### src/logic/pmst_pkg.sv
// constants and types shared by the mii status timing block
package pmst_pkg;
  localparam int CLK_NS = 100; // clk period in ns
  localparam int BIT_NS_10M = 100; // one bit time at 10 mbit
  localparam int BIT_NS_100M = 10; // one bit time at 100 mbit

  // least time in ns to whole cycles, rounded up, never below one
  function automatic int cyc_up(input int ns);
    int c;
    c = (ns + CLK_NS - 1) / CLK_NS;
    return (c < 1) ? 1 : c;
  endfunction

  // longest time in ns to whole cycles, rounded down, never below one
  function automatic int cyc_dn(input int ns);
    int c;
    c = ns / CLK_NS;
    return (c < 1) ? 1 : c;
  endfunction

  // transmit side carrier timing, in bit times
  localparam int CRS_ON_10M_MAX_BT = 2;
  localparam int CRS_OFF_10M_TYP_BT = 2;
  localparam int CRS_OFF_10M_MAX_BT = 4;
  localparam int CRS_ON_100M_MAX_BT = 4;
  localparam int CRS_OFF_10M_CYC = cyc_dn(CRS_OFF_10M_TYP_BT * BIT_NS_10M);

  // receive side delays at 100 mbit, in bit times
  localparam int RXLAT_TYP_BT = 16;
  localparam int RXLAT_MAX_BT = 17;
  localparam int J_CRS_MIN_BT = 10;
  localparam int J_CRS_MAX_BT = 14;
  localparam int J_COL_MIN_BT = 9;
  localparam int J_COL_MAX_BT = 13;
  localparam int T_CRS_MIN_BT = 13;
  localparam int T_CRS_MAX_BT = 18;
  localparam int T_COL_MIN_BT = 13;
  localparam int T_COL_MAX_BT = 18;
  localparam int J_CRS_CYC = cyc_up(J_CRS_MIN_BT * BIT_NS_100M);
  localparam int J_COL_CYC = cyc_up(J_COL_MIN_BT * BIT_NS_100M);
  localparam int T_CRS_CYC = cyc_up(T_CRS_MIN_BT * BIT_NS_100M);
  localparam int T_COL_CYC = cyc_up(T_COL_MIN_BT * BIT_NS_100M);
  localparam int RX_HIST_W = 4; // depth of the line activity history

  // heartbeat timing in ns
  localparam int HB_DLY_TYP_NS = 850;
  localparam int HB_DLY_MAX_NS = 1500;
  localparam int HB_LEN_TYP_NS = 1000;
  localparam int HB_LEN_MAX_NS = 1500;
  localparam int HB_DLY_CYC = cyc_up(HB_DLY_TYP_NS);
  localparam int HB_LEN_CYC = cyc_up(HB_LEN_TYP_NS);

  // reset timing
  localparam int POR_MIN_MS = 40;
  localparam int POR_TYP_MS = 45;
  localparam int POR_MAX_MS = 500;
  localparam int ISO_TYP_NS = 60;
  localparam int HWRST_MIN_NS = 500;
  localparam int TXCLK_TYP_MS = 35;
  localparam int TXCLK_MAX_MS = 500;
  localparam int HWRST_MIN_CYC = cyc_up(HWRST_MIN_NS);
  localparam int POR_TYP_CYC = POR_TYP_MS * (1000000 / CLK_NS);
  localparam int TXCLK_TYP_CYC = TXCLK_TYP_MS * (1000000 / CLK_NS);
  localparam int RST_CNT_W = 24;

  // transmit buffer
  localparam int NIB_W = 4;
  localparam int TXF_DEPTH = 16;

  // device state after supply or pin reset
  typedef enum logic [1:0] {
    PMST_POR,
    PMST_ISO,
    PMST_INIT,
    PMST_RUN
  } pmst_state_t;

  // heartbeat sequencer
  typedef enum logic [1:0] {
    PMST_HB_IDLE,
    PMST_HB_WAIT,
    PMST_HB_PULSE
  } pmst_hb_t;
endpackage

### src/logic/pmst_fifo.sv
// small synchronous fifo with registered read data
`timescale 1ns/1ps
module pmst_fifo #(
  parameter int WIDTH = 4,
  parameter int DEPTH = 16
) (
  input wire logic clk,
  input wire logic reset_n,
  input wire logic flush,
  input wire logic in_valid,
  output logic in_ready,
  input wire logic [WIDTH-1:0] in_data,
  output logic out_valid,
  input wire logic out_ready,
  output logic [WIDTH-1:0] out_data
);
  localparam int AW = $clog2(DEPTH);
  localparam int CW = AW + 1;

  logic [WIDTH-1:0] mem_q [DEPTH]; // storage array
  logic [AW-1:0] wr_ptr_q; // next slot to write
  logic [AW-1:0] rd_ptr_q; // next slot to read
  logic [CW-1:0] cnt_q; // words held in the array
  logic in_ready_q; // registered not-full
  logic out_valid_q; // output stage holds a word
  logic [WIDTH-1:0] out_data_q; // output stage word

  wire push = in_valid & in_ready_q;
  // refill the output stage when it is empty or being taken
  wire pop = (cnt_q != '0) & (~out_valid_q | out_ready);
  wire [CW-1:0] cnt_d = cnt_q + CW'(push) - CW'(pop);

  // array write, no reset needed for data
  always_ff @(posedge clk) begin
    if (push) begin
      mem_q[wr_ptr_q] <= in_data;
    end
  end

  // pointers, count and full flag
  always_ff @(posedge clk) begin
    if (!reset_n || flush) begin
      wr_ptr_q <= '0;
      rd_ptr_q <= '0;
      cnt_q <= '0;
      in_ready_q <= 1'b0;
    end else begin
      wr_ptr_q <= wr_ptr_q + AW'(push);
      rd_ptr_q <= rd_ptr_q + AW'(pop);
      cnt_q <= cnt_d;
      in_ready_q <= (cnt_d != CW'(DEPTH)); // honest full from the next count, so never a cycle late
    end
  end

  // output register stage
  always_ff @(posedge clk) begin
    if (!reset_n || flush) begin
      out_valid_q <= 1'b0;
      out_data_q <= '0;
    end else if (pop) begin
      out_valid_q <= 1'b1;
      out_data_q <= mem_q[rd_ptr_q];
    end else if (out_ready) begin
      out_valid_q <= 1'b0;
    end
  end

  assign in_ready = in_ready_q;
  assign out_valid = out_valid_q;
  assign out_data = out_data_q;
endmodule

### src/logic/pmst_top.sv
// mii carrier, collision, heartbeat and reset sequencing of the phy
`timescale 1ns/1ps
module pmst_top
  import pmst_pkg::*;
#(
  parameter int POR_CYC = POR_TYP_CYC,
  parameter int TXCLK_CYC = TXCLK_TYP_CYC
) (
  input wire logic clk,
  input wire logic reset_n,
  input wire logic hw_reset_low,
  input wire logic speed_100,
  input wire logic full_duplex,
  input wire logic link_clk,
  input wire logic tx_en,
  input wire logic [NIB_W-1:0] tx_data,
  input wire logic line_receive_pair,
  input wire logic line_tx_ready,
  output logic [NIB_W-1:0] line_transmit_pair,
  output logic line_tx_valid,
  output logic tx_fifo_ready,
  output logic crs,
  output logic col,
  output logic isolate,
  output logic tx_clk_valid
);
  // two-flop synchronisers for every pin; stage one read only by stage two
  logic [10:0] sync1_q; // first stage
  logic [10:0] sync2_q; // second stage, safe to read
  // mode straps are pins too, so they pass the same two flops
  wire [10:0] pins = {full_duplex, speed_100, tx_data, tx_en, link_clk, line_receive_pair,
                      line_tx_ready, hw_reset_low};

  // synchronise all pins together
  always_ff @(posedge clk) begin
    if (!reset_n) begin
      sync1_q <= 11'h001;
      sync2_q <= 11'h001;
    end else begin
      sync1_q <= pins;
      sync2_q <= sync1_q;
    end
  end

  wire rst_pin_low = ~sync2_q[0]; // reset pin active
  wire line_ready_s = sync2_q[1]; // line accepts a nibble
  wire line_act_s = sync2_q[2]; // stream present between start and end symbols
  wire link_clk_s = sync2_q[3];
  wire tx_en_s = sync2_q[4];
  wire [NIB_W-1:0] tx_data_s = sync2_q[8:5];
  wire speed_s = sync2_q[9]; // synced speed strap, high at 100 mbit
  wire full_dup_s = sync2_q[10]; // synced duplex strap

  // link clock edge finder on the synchronised copy
  logic link_clk_prev_q; // link clock one cycle ago
  always_ff @(posedge clk) begin
    if (!reset_n) begin
      link_clk_prev_q <= 1'b0;
    end else begin
      link_clk_prev_q <= link_clk_s;
    end
  end
  wire link_rise = link_clk_s & ~link_clk_prev_q;

  // reset sequencer
  pmst_state_t state_q; // device reset state
  logic [RST_CNT_W-1:0] rst_cnt_q; // wait counter for reset phases
  logic [3:0] low_cnt_q; // cycles the reset pin has been low
  logic isolate_q; // isolation output
  logic tx_clk_valid_q; // transmit clock valid output

  wire rst_seen = (low_cnt_q >= 4'(HWRST_MIN_CYC - 1)) & rst_pin_low;
  wire run = (state_q == PMST_RUN);
  wire half_dup = ~full_dup_s;

  // count how long the reset pin stays low; short glitches are ignored
  always_ff @(posedge clk) begin
    if (!reset_n || !rst_pin_low) begin
      low_cnt_q <= '0;
    end else if (!rst_seen) begin
      low_cnt_q <= low_cnt_q + 4'h1;
    end
  end

  // power-on wait straight to run; pin reset gives isolation, then initialization until the clock is good
  always_ff @(posedge clk) begin
    if (!reset_n) begin
      state_q <= PMST_POR;
      rst_cnt_q <= '0;
    end else if (rst_seen) begin
      state_q <= PMST_ISO;
      rst_cnt_q <= '0;
    end else begin
      case (state_q)
        PMST_POR: begin
          // supply threshold is taken as the release of reset_n
          if (rst_cnt_q == RST_CNT_W'(POR_CYC - 1)) begin
            state_q <= PMST_RUN;
          end else begin
            rst_cnt_q <= rst_cnt_q + 1'b1;
          end
        end
        PMST_ISO: begin
          // pin released: rst_seen dropped
          state_q <= PMST_INIT;
        end
        PMST_INIT: begin
          if (rst_cnt_q == RST_CNT_W'(TXCLK_CYC - 1)) begin
            state_q <= PMST_RUN;
          end else begin
            rst_cnt_q <= rst_cnt_q + 1'b1;
          end
        end
        default: begin
          rst_cnt_q <= '0;
        end
      endcase
    end
  end

  // isolation and clock valid flags
  always_ff @(posedge clk) begin
    if (!reset_n) begin
      isolate_q <= 1'b1;
      tx_clk_valid_q <= 1'b0;
    end else begin
      isolate_q <= (state_q != PMST_RUN) | rst_seen;
      tx_clk_valid_q <= run & ~rst_seen;
    end
  end

  // transmit enable as sampled on link clock rising edges
  logic tx_act_q; // mac is transmitting
  always_ff @(posedge clk) begin
    if (!reset_n || !run) begin
      tx_act_q <= 1'b0;
    end else if (link_rise) begin
      tx_act_q <= tx_en_s;
    end
  end
  logic tx_act_prev_q; // previous transmit state
  wire tx_stop = ~tx_act_q & tx_act_prev_q;
  // one cycle copy of the transmit state finds its end
  always_ff @(posedge clk) begin
    if (!reset_n) begin
      tx_act_prev_q <= 1'b0;
    end else begin
      tx_act_prev_q <= tx_act_q;
    end
  end

  // transmit carrier tail: 10 mbit holds carrier two bits after stop
  logic [2:0] crs_tail_q; // remaining cycles of carrier after stop
  always_ff @(posedge clk) begin
    if (!reset_n || tx_act_q) begin
      crs_tail_q <= '0;
    end else if (tx_stop && !speed_s) begin
      crs_tail_q <= 3'(CRS_OFF_10M_CYC - 1);
    end else if (crs_tail_q != '0) begin
      crs_tail_q <= crs_tail_q - 3'h1;
    end
  end
  // carrier from own transmission, half duplex only; one cycle from sample
  wire crs_tx = half_dup & (tx_act_q | (tx_stop & ~speed_s) | (crs_tail_q != '0));

  // line activity history: rises mark start symbols, falls mark end symbols
  logic [RX_HIST_W-1:0] rx_hist_q; // delayed copies of line activity
  always_ff @(posedge clk) begin
    if (!reset_n || !run) begin
      rx_hist_q <= '0;
    end else begin
      rx_hist_q <= {rx_hist_q[RX_HIST_W-2:0], line_act_s};
    end
  end
  // early tap sets, late tap holds on past the end symbol
  wire crs_rx = rx_hist_q[J_CRS_CYC-1] | rx_hist_q[T_CRS_CYC-1];
  wire col_rx = rx_hist_q[J_COL_CYC-1] | rx_hist_q[T_COL_CYC-1];
  // collision only when own transmission meets a stream at 100 mbit
  wire col_100 = speed_s & half_dup & tx_act_q & col_rx;

  // heartbeat after each 10 mbit half duplex transmission
  pmst_hb_t hb_q; // heartbeat state
  logic [3:0] hb_cnt_q; // heartbeat phase counter
  always_ff @(posedge clk) begin
    if (!reset_n || !run) begin
      hb_q <= PMST_HB_IDLE;
      hb_cnt_q <= '0;
    end else begin
      case (hb_q)
        PMST_HB_IDLE: begin
          if (tx_stop && !speed_s && half_dup) begin
            hb_q <= PMST_HB_WAIT;
            hb_cnt_q <= 4'(HB_DLY_CYC - 2); // output flop adds one
          end
        end
        PMST_HB_WAIT: begin
          if (hb_cnt_q == '0) begin
            hb_q <= PMST_HB_PULSE;
            hb_cnt_q <= 4'(HB_LEN_CYC - 1);
          end else begin
            hb_cnt_q <= hb_cnt_q - 4'h1;
          end
        end
        PMST_HB_PULSE: begin
          if (hb_cnt_q == '0) begin
            hb_q <= PMST_HB_IDLE;
          end else begin
            hb_cnt_q <= hb_cnt_q - 4'h1;
          end
        end
        default: begin
          hb_q <= PMST_HB_IDLE;
        end
      endcase
    end
  end
  wire hb_col = (hb_q == PMST_HB_PULSE);

  // status outputs, one flop each
  logic crs_q; // carrier sense
  logic col_q; // collision
  always_ff @(posedge clk) begin
    if (!reset_n || !run) begin
      crs_q <= 1'b0;
      col_q <= 1'b0;
    end else begin
      crs_q <= crs_tx | crs_rx;
      col_q <= col_100 | hb_col;
    end
  end

  // transmit nibbles taken on link clock edges into the buffer; the line
  // drains it, and a stalled line shows as tx_fifo_ready low to the mac
  wire txf_push = run & link_rise & tx_en_s;
  logic txf_in_ready; // buffer can take a nibble
  logic txf_out_valid; // buffer holds a nibble for the line
  logic [NIB_W-1:0] txf_out_data; // nibble towards the line
  pmst_fifo #(
    .WIDTH(NIB_W),
    .DEPTH(TXF_DEPTH)
  ) u_txf (
    .clk(clk),
    .reset_n(reset_n),
    .flush(~run),
    .in_valid(txf_push),
    .in_ready(txf_in_ready),
    .in_data(tx_data_s),
    .out_valid(txf_out_valid),
    .out_ready(line_ready_s),
    .out_data(txf_out_data)
  );

  assign line_transmit_pair = txf_out_data;
  assign line_tx_valid = txf_out_valid;
  assign tx_fifo_ready = txf_in_ready;
  assign crs = crs_q;
  assign col = col_q;
  assign isolate = isolate_q;
  assign tx_clk_valid = tx_clk_valid_q;
endmodule

### config.mk
export PLATFORM = sky130hd
export DESIGN_NAME = pmst_top
export DESIGN_NICKNAME = d
export VERILOG_FILES = /design/src/logic/pmst_pkg.sv /design/src/logic/pmst_fifo.sv /design/src/logic/pmst_top.sv
export SDC_FILE = /design/constraint.sdc
export NUM_CORES = 1
export LEC_CHECK = 0
export BUFFER_PORTS_ARGS = -buffer_cell sky130_fd_sc_hd__buf_4
export CAP_MARGIN = 10
export CORE_MARGIN = 5
export CORE_UTILIZATION = 45
export CTS_CLUSTER_SIZE = 25
export DETAILED_ROUTE_END_ITERATION = 16
export PLACE_DENSITY_LB_ADDON = 0.1
export REMOVE_ABC_BUFFERS = 1
export SYNTH_ARGS = -nofsm -noshare
export SYNTH_HDL_FRONTEND = slang
export SYNTH_SLANG_ARGS = --single-unit
export TNS_END_PERCENT = 10
### constraint.sdc
create_clock -name clk -period 5.8 [get_ports clk]
set_clock_uncertainty 0.1 [all_clocks]
set_input_delay 0.29 -clock clk [delete_from_list [all_inputs] [get_ports clk]]
set_output_delay 0.29 -clock clk [all_outputs]
set_load 0.05 [all_outputs]
==> impl_results.md, run 1 <==
- Status: finished, final reports clean
- Worst EP required: about 6.0 ns
- Int Power: approximately 1.8 mW
- Horiz. Die Dim: 132.7 um
- Flip-flop and latch area: 0.003704 mm^2
- Worst hold start: link_clk
- Setup TNS: 0 ns
- Fraction of power consumed by the clock network: 46.0%
- DP Worst Slack: 2.607 ns
- Die area: roughly 0.018 mm^2
- Worst EP arrival: 3.36 ns
- Worst slew margin: 41.10%
- Initial Utilization: 46.29%
- Dominant cell type by area after synthesis: edfxtp_1
- WHS Endpoint: sync1_q[3]
- Syn Inst Count: 575
- Static Leakage: 2.769 nW
- Startpoint types: flip-flop
- First-pass GRT wire length: 22600 um
- Fillers: 1277
- Commonest non-fill, non-tap cell in the layout: dfxtp_1
- RSZ-0062 raised after global routing: false
- Endpoints failing hold: 0
- Post-DP HPWL: between 8000 and 9000 um
- Type of the most critical hold path: in -> reg
- I/O pins: 23
- Antenna cells: 0
- Sink Count: between 150 and 200
- Post-route DRC: 0
- Final core occ: 52.67%
- PostCTS Resize Cnt: 0
- CP Capture Type: flip-flop
- Area share of the leading cell type in the synthesized netlist: 28.35%
- Clock root buffer: clkbuf_16
- Final ANT Viol Nets: 0
- Initial antenna violation count: 0
- Clock buffer depth: 2
- Setup WS post-layout: 2.596 ns
- Vias per cell: between 5 and 6
- Synthesis Warnings: 0
- Crit path cell chain: inv_1, ha_1, nor4b_1, nand2b_1, inv_1, ha_1, inv_1, ha_1, inv_1, fa_1, inv_1, a21oi_1, o21bai_1, xnor2_1, a31oi_1
- Synth Register Bits: 153
- Post-CTS Setup Bufs: 0
- Final setup viols: 0
- Commonest non-fill, non-tap cells in the layout: 89 x dfxtp_1, 64 x edfxtp_1, 49 x nor2_1
- Worst-path clk slew: 0.06 ns
- CTS tree: done
- FF-to-FF setup slack: 2.60 ns
- Post-synth EDFFs: 64
- FFs w/ async S/R, synth: 0%
- Ys flop type: dfxtp_1
- Total power draw: 2.292 mW
- Delay of the slowest cell on the worst path: 0.40 ns
- Max-Cap Viols: 0
- Synth Area per Inst: 11.79 um^2
- Hold Slack: 0.02350 ns
- Fmax: 0.3121 GHz
- Overall global routing resource usage: 16.09%
- Worst vdd ir: 215.7 uV
- Pin slew with the least headroom to its limit: roughly 0.9 ns
- Area grow syn2layout: 13.79%
- Number of global-route vias before repair: 4488
- Register area share after synthesis: 54.63%
- DR vias: about 4500
- CP max-delay cell: fa_1
- Yosys cell types: 72
- Port bufs: 22
- Gate power share: 3.8%
- Final WL: 13390 um
- Worst reg2reg path depth: 15
- DRT iter0 DRCs: 218
- Clock Latency Late Sink: 0.43 ns
- Grt ovf: 0
- Worst reg2reg endpoint: u_txf.in_ready
- Setup CP Type: reg -> reg
- Cell Area, Synth: 0.006779 mm^2
- Routability cong.: 0.8122
- WHS Path Cells: 2
- Final #Nets: 633
- Sw Share: between 20% and 30%
- Top cells by area, synth: edfxtp_1 28%, dfxtp_1 26%, mux4_2 5.3%
- Layout cell share with drive strength beyond 1: 16.83%
- Power per cell area: 297.1 mW/mm^2
- Ratio of final minimum period to clock period: 55.24%
- CP Max Fanout: 9
- Sequential power share: 50.2%
- Placeable Area: 0.01464 mm^2
- Num CTS Buffers: 17
- Std cell rows: 44
- DIE HEIGHT: 132.7 um
- Worst r2r src: u_txf.cnt_q[2]
- Cell mode on critical path: inv_1
- Final slew viol count: 0
- WL/cell: 16.83 um
- Tmin final: between 3 and 4 ns
- Multi-input logic area: 0.002840 mm^2
- H-Tree Depth: 4
- Largest net degree at the start of global routing: 32
- Number of detailed-route iterations in the first pass: 5
- NetSw: ~0.48 mW
synth_stat cells (8+ instances only):
cell type and instances:
nand3_1 15, ha_1 20, mux4_2 16, and2_1 39
a21oi_1 25, clkbuf_1 18, o21ai_1 8, a31oi_1 8
edfxtp_1 64, nor2_1 49, dfxtp_1 89, o311ai_1 10
nor3_1 14, nand2b_1 11, xnor2_1 9, inv_1 20
o21ai_0 14, buf_2 8, nand2_1 24
routing by layer:
metal / GRT usage, % / up-vias / wire (um) / part of all wire [%]
met5: 0 / - / 0 / 0
met4: 6.986 / 0 / 267 / 2.0
met3: 4.138 / 24 / 520 / 3.9
met2: 24.62 / 107 / 6314 / 47
met1: 21.71 / 2227 / 6290 / 47
li1: - / 2177 / - / -
power by group through the flow:
stage	registers (mW)	clock network, mW	logic [mW]
final	1.15	1.05	0.0872
after global routing	1.15	1.13	0.103
after CTS	1.15	1.08	0.0885
after detailed placement	1.17	0	0.0826
after global placement	1.17	0	0.0797
after floorplan	1.17	0	0.0618
cell type report:
class | count | area share [%]
Clock inverter | 12 | 1.622
Tap cell | 184 | 2.985
Multi-Input combinational cell | 370 | 36.82
Sequential cell | 153 | 48.01
Inverter | 20 | 0.9732
Clock buffer | 20 | 5.661
Timing Repair Buffer | 37 | 3.925
timing repair:
item	CTS	global route
setup endpoints to repair	0	0
hold buffers	10	0
endpoints found under the hold margin	10	0
critical path: cells and delay by family (launching register included):
family | cells | cell delay [ns]
buffers and inverters | 5 | 0.44
DFF | 1 | 0.31
xor gates and xnor gates | 1 | 0.16
and+or+nand+nor | 2 | 0.68
AOI/OAI and AO/OA | 3 | 0.33
adders and majority gates | 4 | 1.02
state kept, by name (all words and copies together) (netlist names), 3 cells and up:
signal and flops:
u_txf.mem_q 64, crs_tail_q 3, u_txf.wr_ptr_q 4, hb_cnt_q 4, u_txf.rd_ptr_q 4, low_cnt_q 4
rst_cnt_q 24, sync2_q 11, u_txf.out_data 4, u_txf.cnt_q 5, sync1_q 11
cells by family after synthesis:
group / share of synthesized area (%)
buf+inv: 3.470
compound gates: 11.31
xor+xnor: 1.938
simple gates: 17.79
flops: 54.63
fa+ha+maj: 3.987
mux: 6.866
through the flow:
| stage | instances | cell area, um^2 |
|---|---|---|
| 6_report | 796 | 7714 |
| 5_1_grt | 796 | 7714 |
| 4_1_cts | 796 | 7714 |
| 3_5_place_dp | 754 | 7052 |
| 3_3_place_gp | 754 | 7052 |
| 2_1_floorplan | 543 | 6619 |
how the worst max path moves through the flow:
| stage | cells after the start | end | from |
|---|---|---|---|
| 2_1_floorplan | 15 | u_txf.in_ready | u_txf.cnt_q[3] |
| 3_3_place_gp | 15 | u_txf.in_ready | u_txf.cnt_q[3] |
| 3_5_place_dp | 15 | u_txf.in_ready | u_txf.cnt_q[2] |
| 4_1_cts | 15 | u_txf.in_ready | u_txf.cnt_q[2] |
| 5_1_grt | 15 | u_txf.in_ready | u_txf.cnt_q[2] |
| 6_report | 15 | u_txf.in_ready | u_txf.cnt_q[2] |
(Power assumes the default switching activity.)
==> run 2, diff against run 1 <==
Settings changed: ABC_AREA set to 1.
Clock period 5.8 ns to 3.1 ns, I/O delays scaled along.
==> run 2 against run 1 <==
Net effect: global-route usage increased by 1.4 points; highest routed layer unchanged; largest cell class unchanged; sequential power is 90% higher; critical path type unchanged; first-iteration DRC count is 75% higher; synthesized cell count is 43% higher; clock power increased by 90%; sequential share of layout area down 2.2 points; worst hold slack improved by 0.29 ns.
==> impl_results.md, run 2 <==
- Post-route cell area: 0.008082 mm^2 (+4.8%)
- WL/cell: 14.03 um (-17%)
- Post-synth EDFFs: 64 (unchanged)
- Pin slew with the least headroom to its limit: 0.9259 ns (+0.04493 ns)
- Clock root buffer: clkbuf_16
- Synthesis Warnings: 0 (unchanged)
- DRT iter0 DRCs: 382 (+75%)
- Vias per cell: 5.078 (-11%)
- Setup CP Type: reg -> reg
- Multi-input logic area: 0.002716 mm^2 (-4.4%)
- Post-CTS Setup Bufs: 0 (unchanged)
- Worst-path clk slew: 0.06 ns (about the same)
- GR Util met1: 22.31% (+0.60 points)
- Worst vdd ir: 370.7 uV (+72%)
- Layout cell share with drive strength beyond 1: 9.740% (-7.1 points)
- Setup TNS: 0 ns (unchanged)
- Number of detailed-route iterations in the first pass: 5 (unchanged)
- Worst slew margin: 38.19% (-2.9 points)
- Worst EP required: 3.28 ns (-2.68 ns)
- RSZ-0062 raised after global routing: false
- Clock buffer depth: 2 (unchanged)
- Final ANT Viol Nets: 0 (unchanged)
- Register area share after synthesis: 53.38% (-1.3 points)
- Number of global-route vias before repair: 5273 (+17%)
- Initial Utilization: 45.81% (-0.48 points)
- Flip-flop and latch area: 0.003704 mm^2 (unchanged)
- Die area: 0.01800 mm^2 (+2.2%)
- Area after DPL: 0.007267 mm^2 (+3.1%)
- Area share of the leading cell type in the synthesized netlist: 27.70% (-0.65 points)
- Clock Latency Late Sink: 0.42 ns (about the same)
- Largest regs: u_txf.mem_q x64, rst_cnt_q x24
- Fmax: 0.3891 GHz (+25%)
- Largest net degree at the start of global routing: 33 (+3.1%)
- Tmin final: 2.570 ns (-0.6340 ns)
- Total power draw: 4.432 mW (+93%)
- CTS tree: done
- Commonest non-fill, non-tap cells in the layout: 163 x nor2_1, 135 x nand2_1, 93 x inv_1
- H-Tree Depth: 4 (unchanged)
- DR vias: 5439 (+20%)
- Num CTS Buffers: 17 (unchanged)
- CP Max Fanout: 2 (-7)
- Family with the most delay on the worst path: adder cells
- GR Util met3: 3.601% (-0.54 points)
- Port bufs: 22 (unchanged)
- Gr busiest metal: met2
- DIE HEIGHT: 134.2 um (+1.1%)
- Sink Count: 153 (unchanged)
- Commonest non-fill, non-tap cell in the layout: nor2_1
- Max-Cap Viols: 0 (unchanged)
- Delay of the slowest cell on the worst path: 0.39 ns (about the same)
- Synth Area per Inst: 8.410 um^2 (-29%)
- Worst EP arrival: 2.75 ns (-0.61 ns)
- Hold Slack: 0.3129 ns (+0.2894 ns)
- CP bufs+invs: 3 (-2)
- Placeable Area: 0.01515 mm^2 (+3.4%)
- Post-DP HPWL: 10560 um (+17%)
- Top cells by area, synth: edfxtp_1 28%, dfxtp_1 26%, nor2_1 8.8%
- Ratio of final minimum period to clock period: 82.90% (+28 points)
- Max FFs per register: 64 (unchanged)
- Met2 GRT Util: 29.30% (+4.7 points)
- Final #Nets: 904 (+43%)
- Largest register by flop count: u_txf.mem_q
- Static Leakage: 3.191 nW (+15%)
- CP max-delay cell: fa_1
- Std cell rows: 45 (+2.3%)
- Overall global routing resource usage: 17.51% (+1.4 points)
- Antenna cells: 0 (unchanged)
- Cell Area, Synth: 0.006938 mm^2 (+2.3%)
- CP Capture Type: flip-flop
- Post-route DRC: 0 (unchanged)
- Type of the most critical hold path: reg -> reg
- Final slew viol count: 0 (unchanged)
- FFs w/ async S/R, synth: 0% (unchanged)
- Synth Register Bits: 153 (unchanged)
- Final setup viols: 0 (unchanged)
- Routability cong.: 0.9160 (+13%)
- First-pass GRT wire length: 25110 um (+11%)
- Endpoints failing hold: 0 (unchanged)
- Yosys cell types: 40 (-44%)
- Horiz. Die Dim: 134.2 um (+1.1%)
- Power per cell area: 548.5 mW/mm^2 (+85%)
- Crit path cell chain: inv_1, ha_1, a31oi_1, ha_1, inv_1, ha_1, inv_1, fa_1, o21ai_0, xor2_1, a41oi_1
- Commonest cells in the netlist: 163 x nor2_1, 135 x nand2_1, 93 x inv_1
- Final WL: 15030 um (+12%)
- Area grow syn2layout: 16.48%
- I/O pins: 23 (unchanged)
- Initial antenna violation count: 0 (unchanged)
- Ys flop type: dfxtp_1
- Most frequent cell after synthesis: nor2_1
- Status: finished, final reports clean
- Dominant cell type by area after synthesis: edfxtp_1
- Startpoint types: flip-flop
- Syn Inst Count: 825 (+43%)
- Grt ovf: 0 (unchanged)
- Fillers: 1376 (+7.8%)
run 2: kinds of logic after synthesis:
logic type	Yosys count	synth area share, %
buf+inv	130	7.466
simple gates	390	23.81
xor+xnor	19	2.399
fa+ha+maj	21	3.895
compound gates	112	9.053
flops	153	53.38
run 2: per-stage QoR:
step,worst slack [ns],std cells,util (%)
2_1_floorplan,0.3105,800,-
3_3_place_gp,0.6530,1017,47.98
3_5_place_dp,0.5365,1017,47.98
4_1_cts,0.5300,1071,53.36
5_1_grt,0.4239,1071,53.36
6_report,0.5301,1071,53.36
run 2: where the power goes:
part | total (mW) | switching [mW] | internal [mW]
registers | 2.18 | 0.0395 | 2.14
logic | 0.251 | 0.156 | 0.0950
clock network | 2.00 | 0.806 | 1.20
run 2: repair_timing:
item / 4_1_cts / 5_1_grt
gates resized for setup: 0 / 0
hold endpoints to repair: 23 / 0
hold buffers: 22 / 0
run 2: layout make-up:
type	instances	area share, %
Clock buffer	22	6.425
Clock inverter	10	0.9289
Tap cell	188	2.911
Multi-Input combinational cell	542	33.61
Sequential cell	153	45.83
Timing Repair Buffer	51	5.419
Inverter	105	4.877
run 2: worst reg2reg max path, cell delays in order (launching register included):
cell     delay (ns)
dfxtp_1        0.34
inv_1          0.07
ha_1           0.19
a31oi_1        0.22
ha_1           0.27
inv_1          0.07
ha_1           0.17
inv_1          0.06
fa_1           0.39
o21ai_0        0.22
xor2_1         0.21
a41oi_1        0.12
run 2: worst paths after layout:
check                               startpoint              to  slack [ns]  depth (start not counted)
worst max-delay path            u_txf.cnt_q[2]  u_txf.in_ready        0.53                         11
worst min-delay path                sync1_q[2]      sync2_q[2]        0.31                          2
worst max register to register  u_txf.cnt_q[2]  u_txf.in_ready        0.53                         11
worst min register to register      sync1_q[2]      sync2_q[2]        0.31                          2
run 2: layer usage:
layer / vias to the layer above / wire length, um
met5: - / 0
met4: 0 / 267
met3: 25 / 552
met2: 100 / 7239
met1: 2521 / 6970
li1: 2793 / -
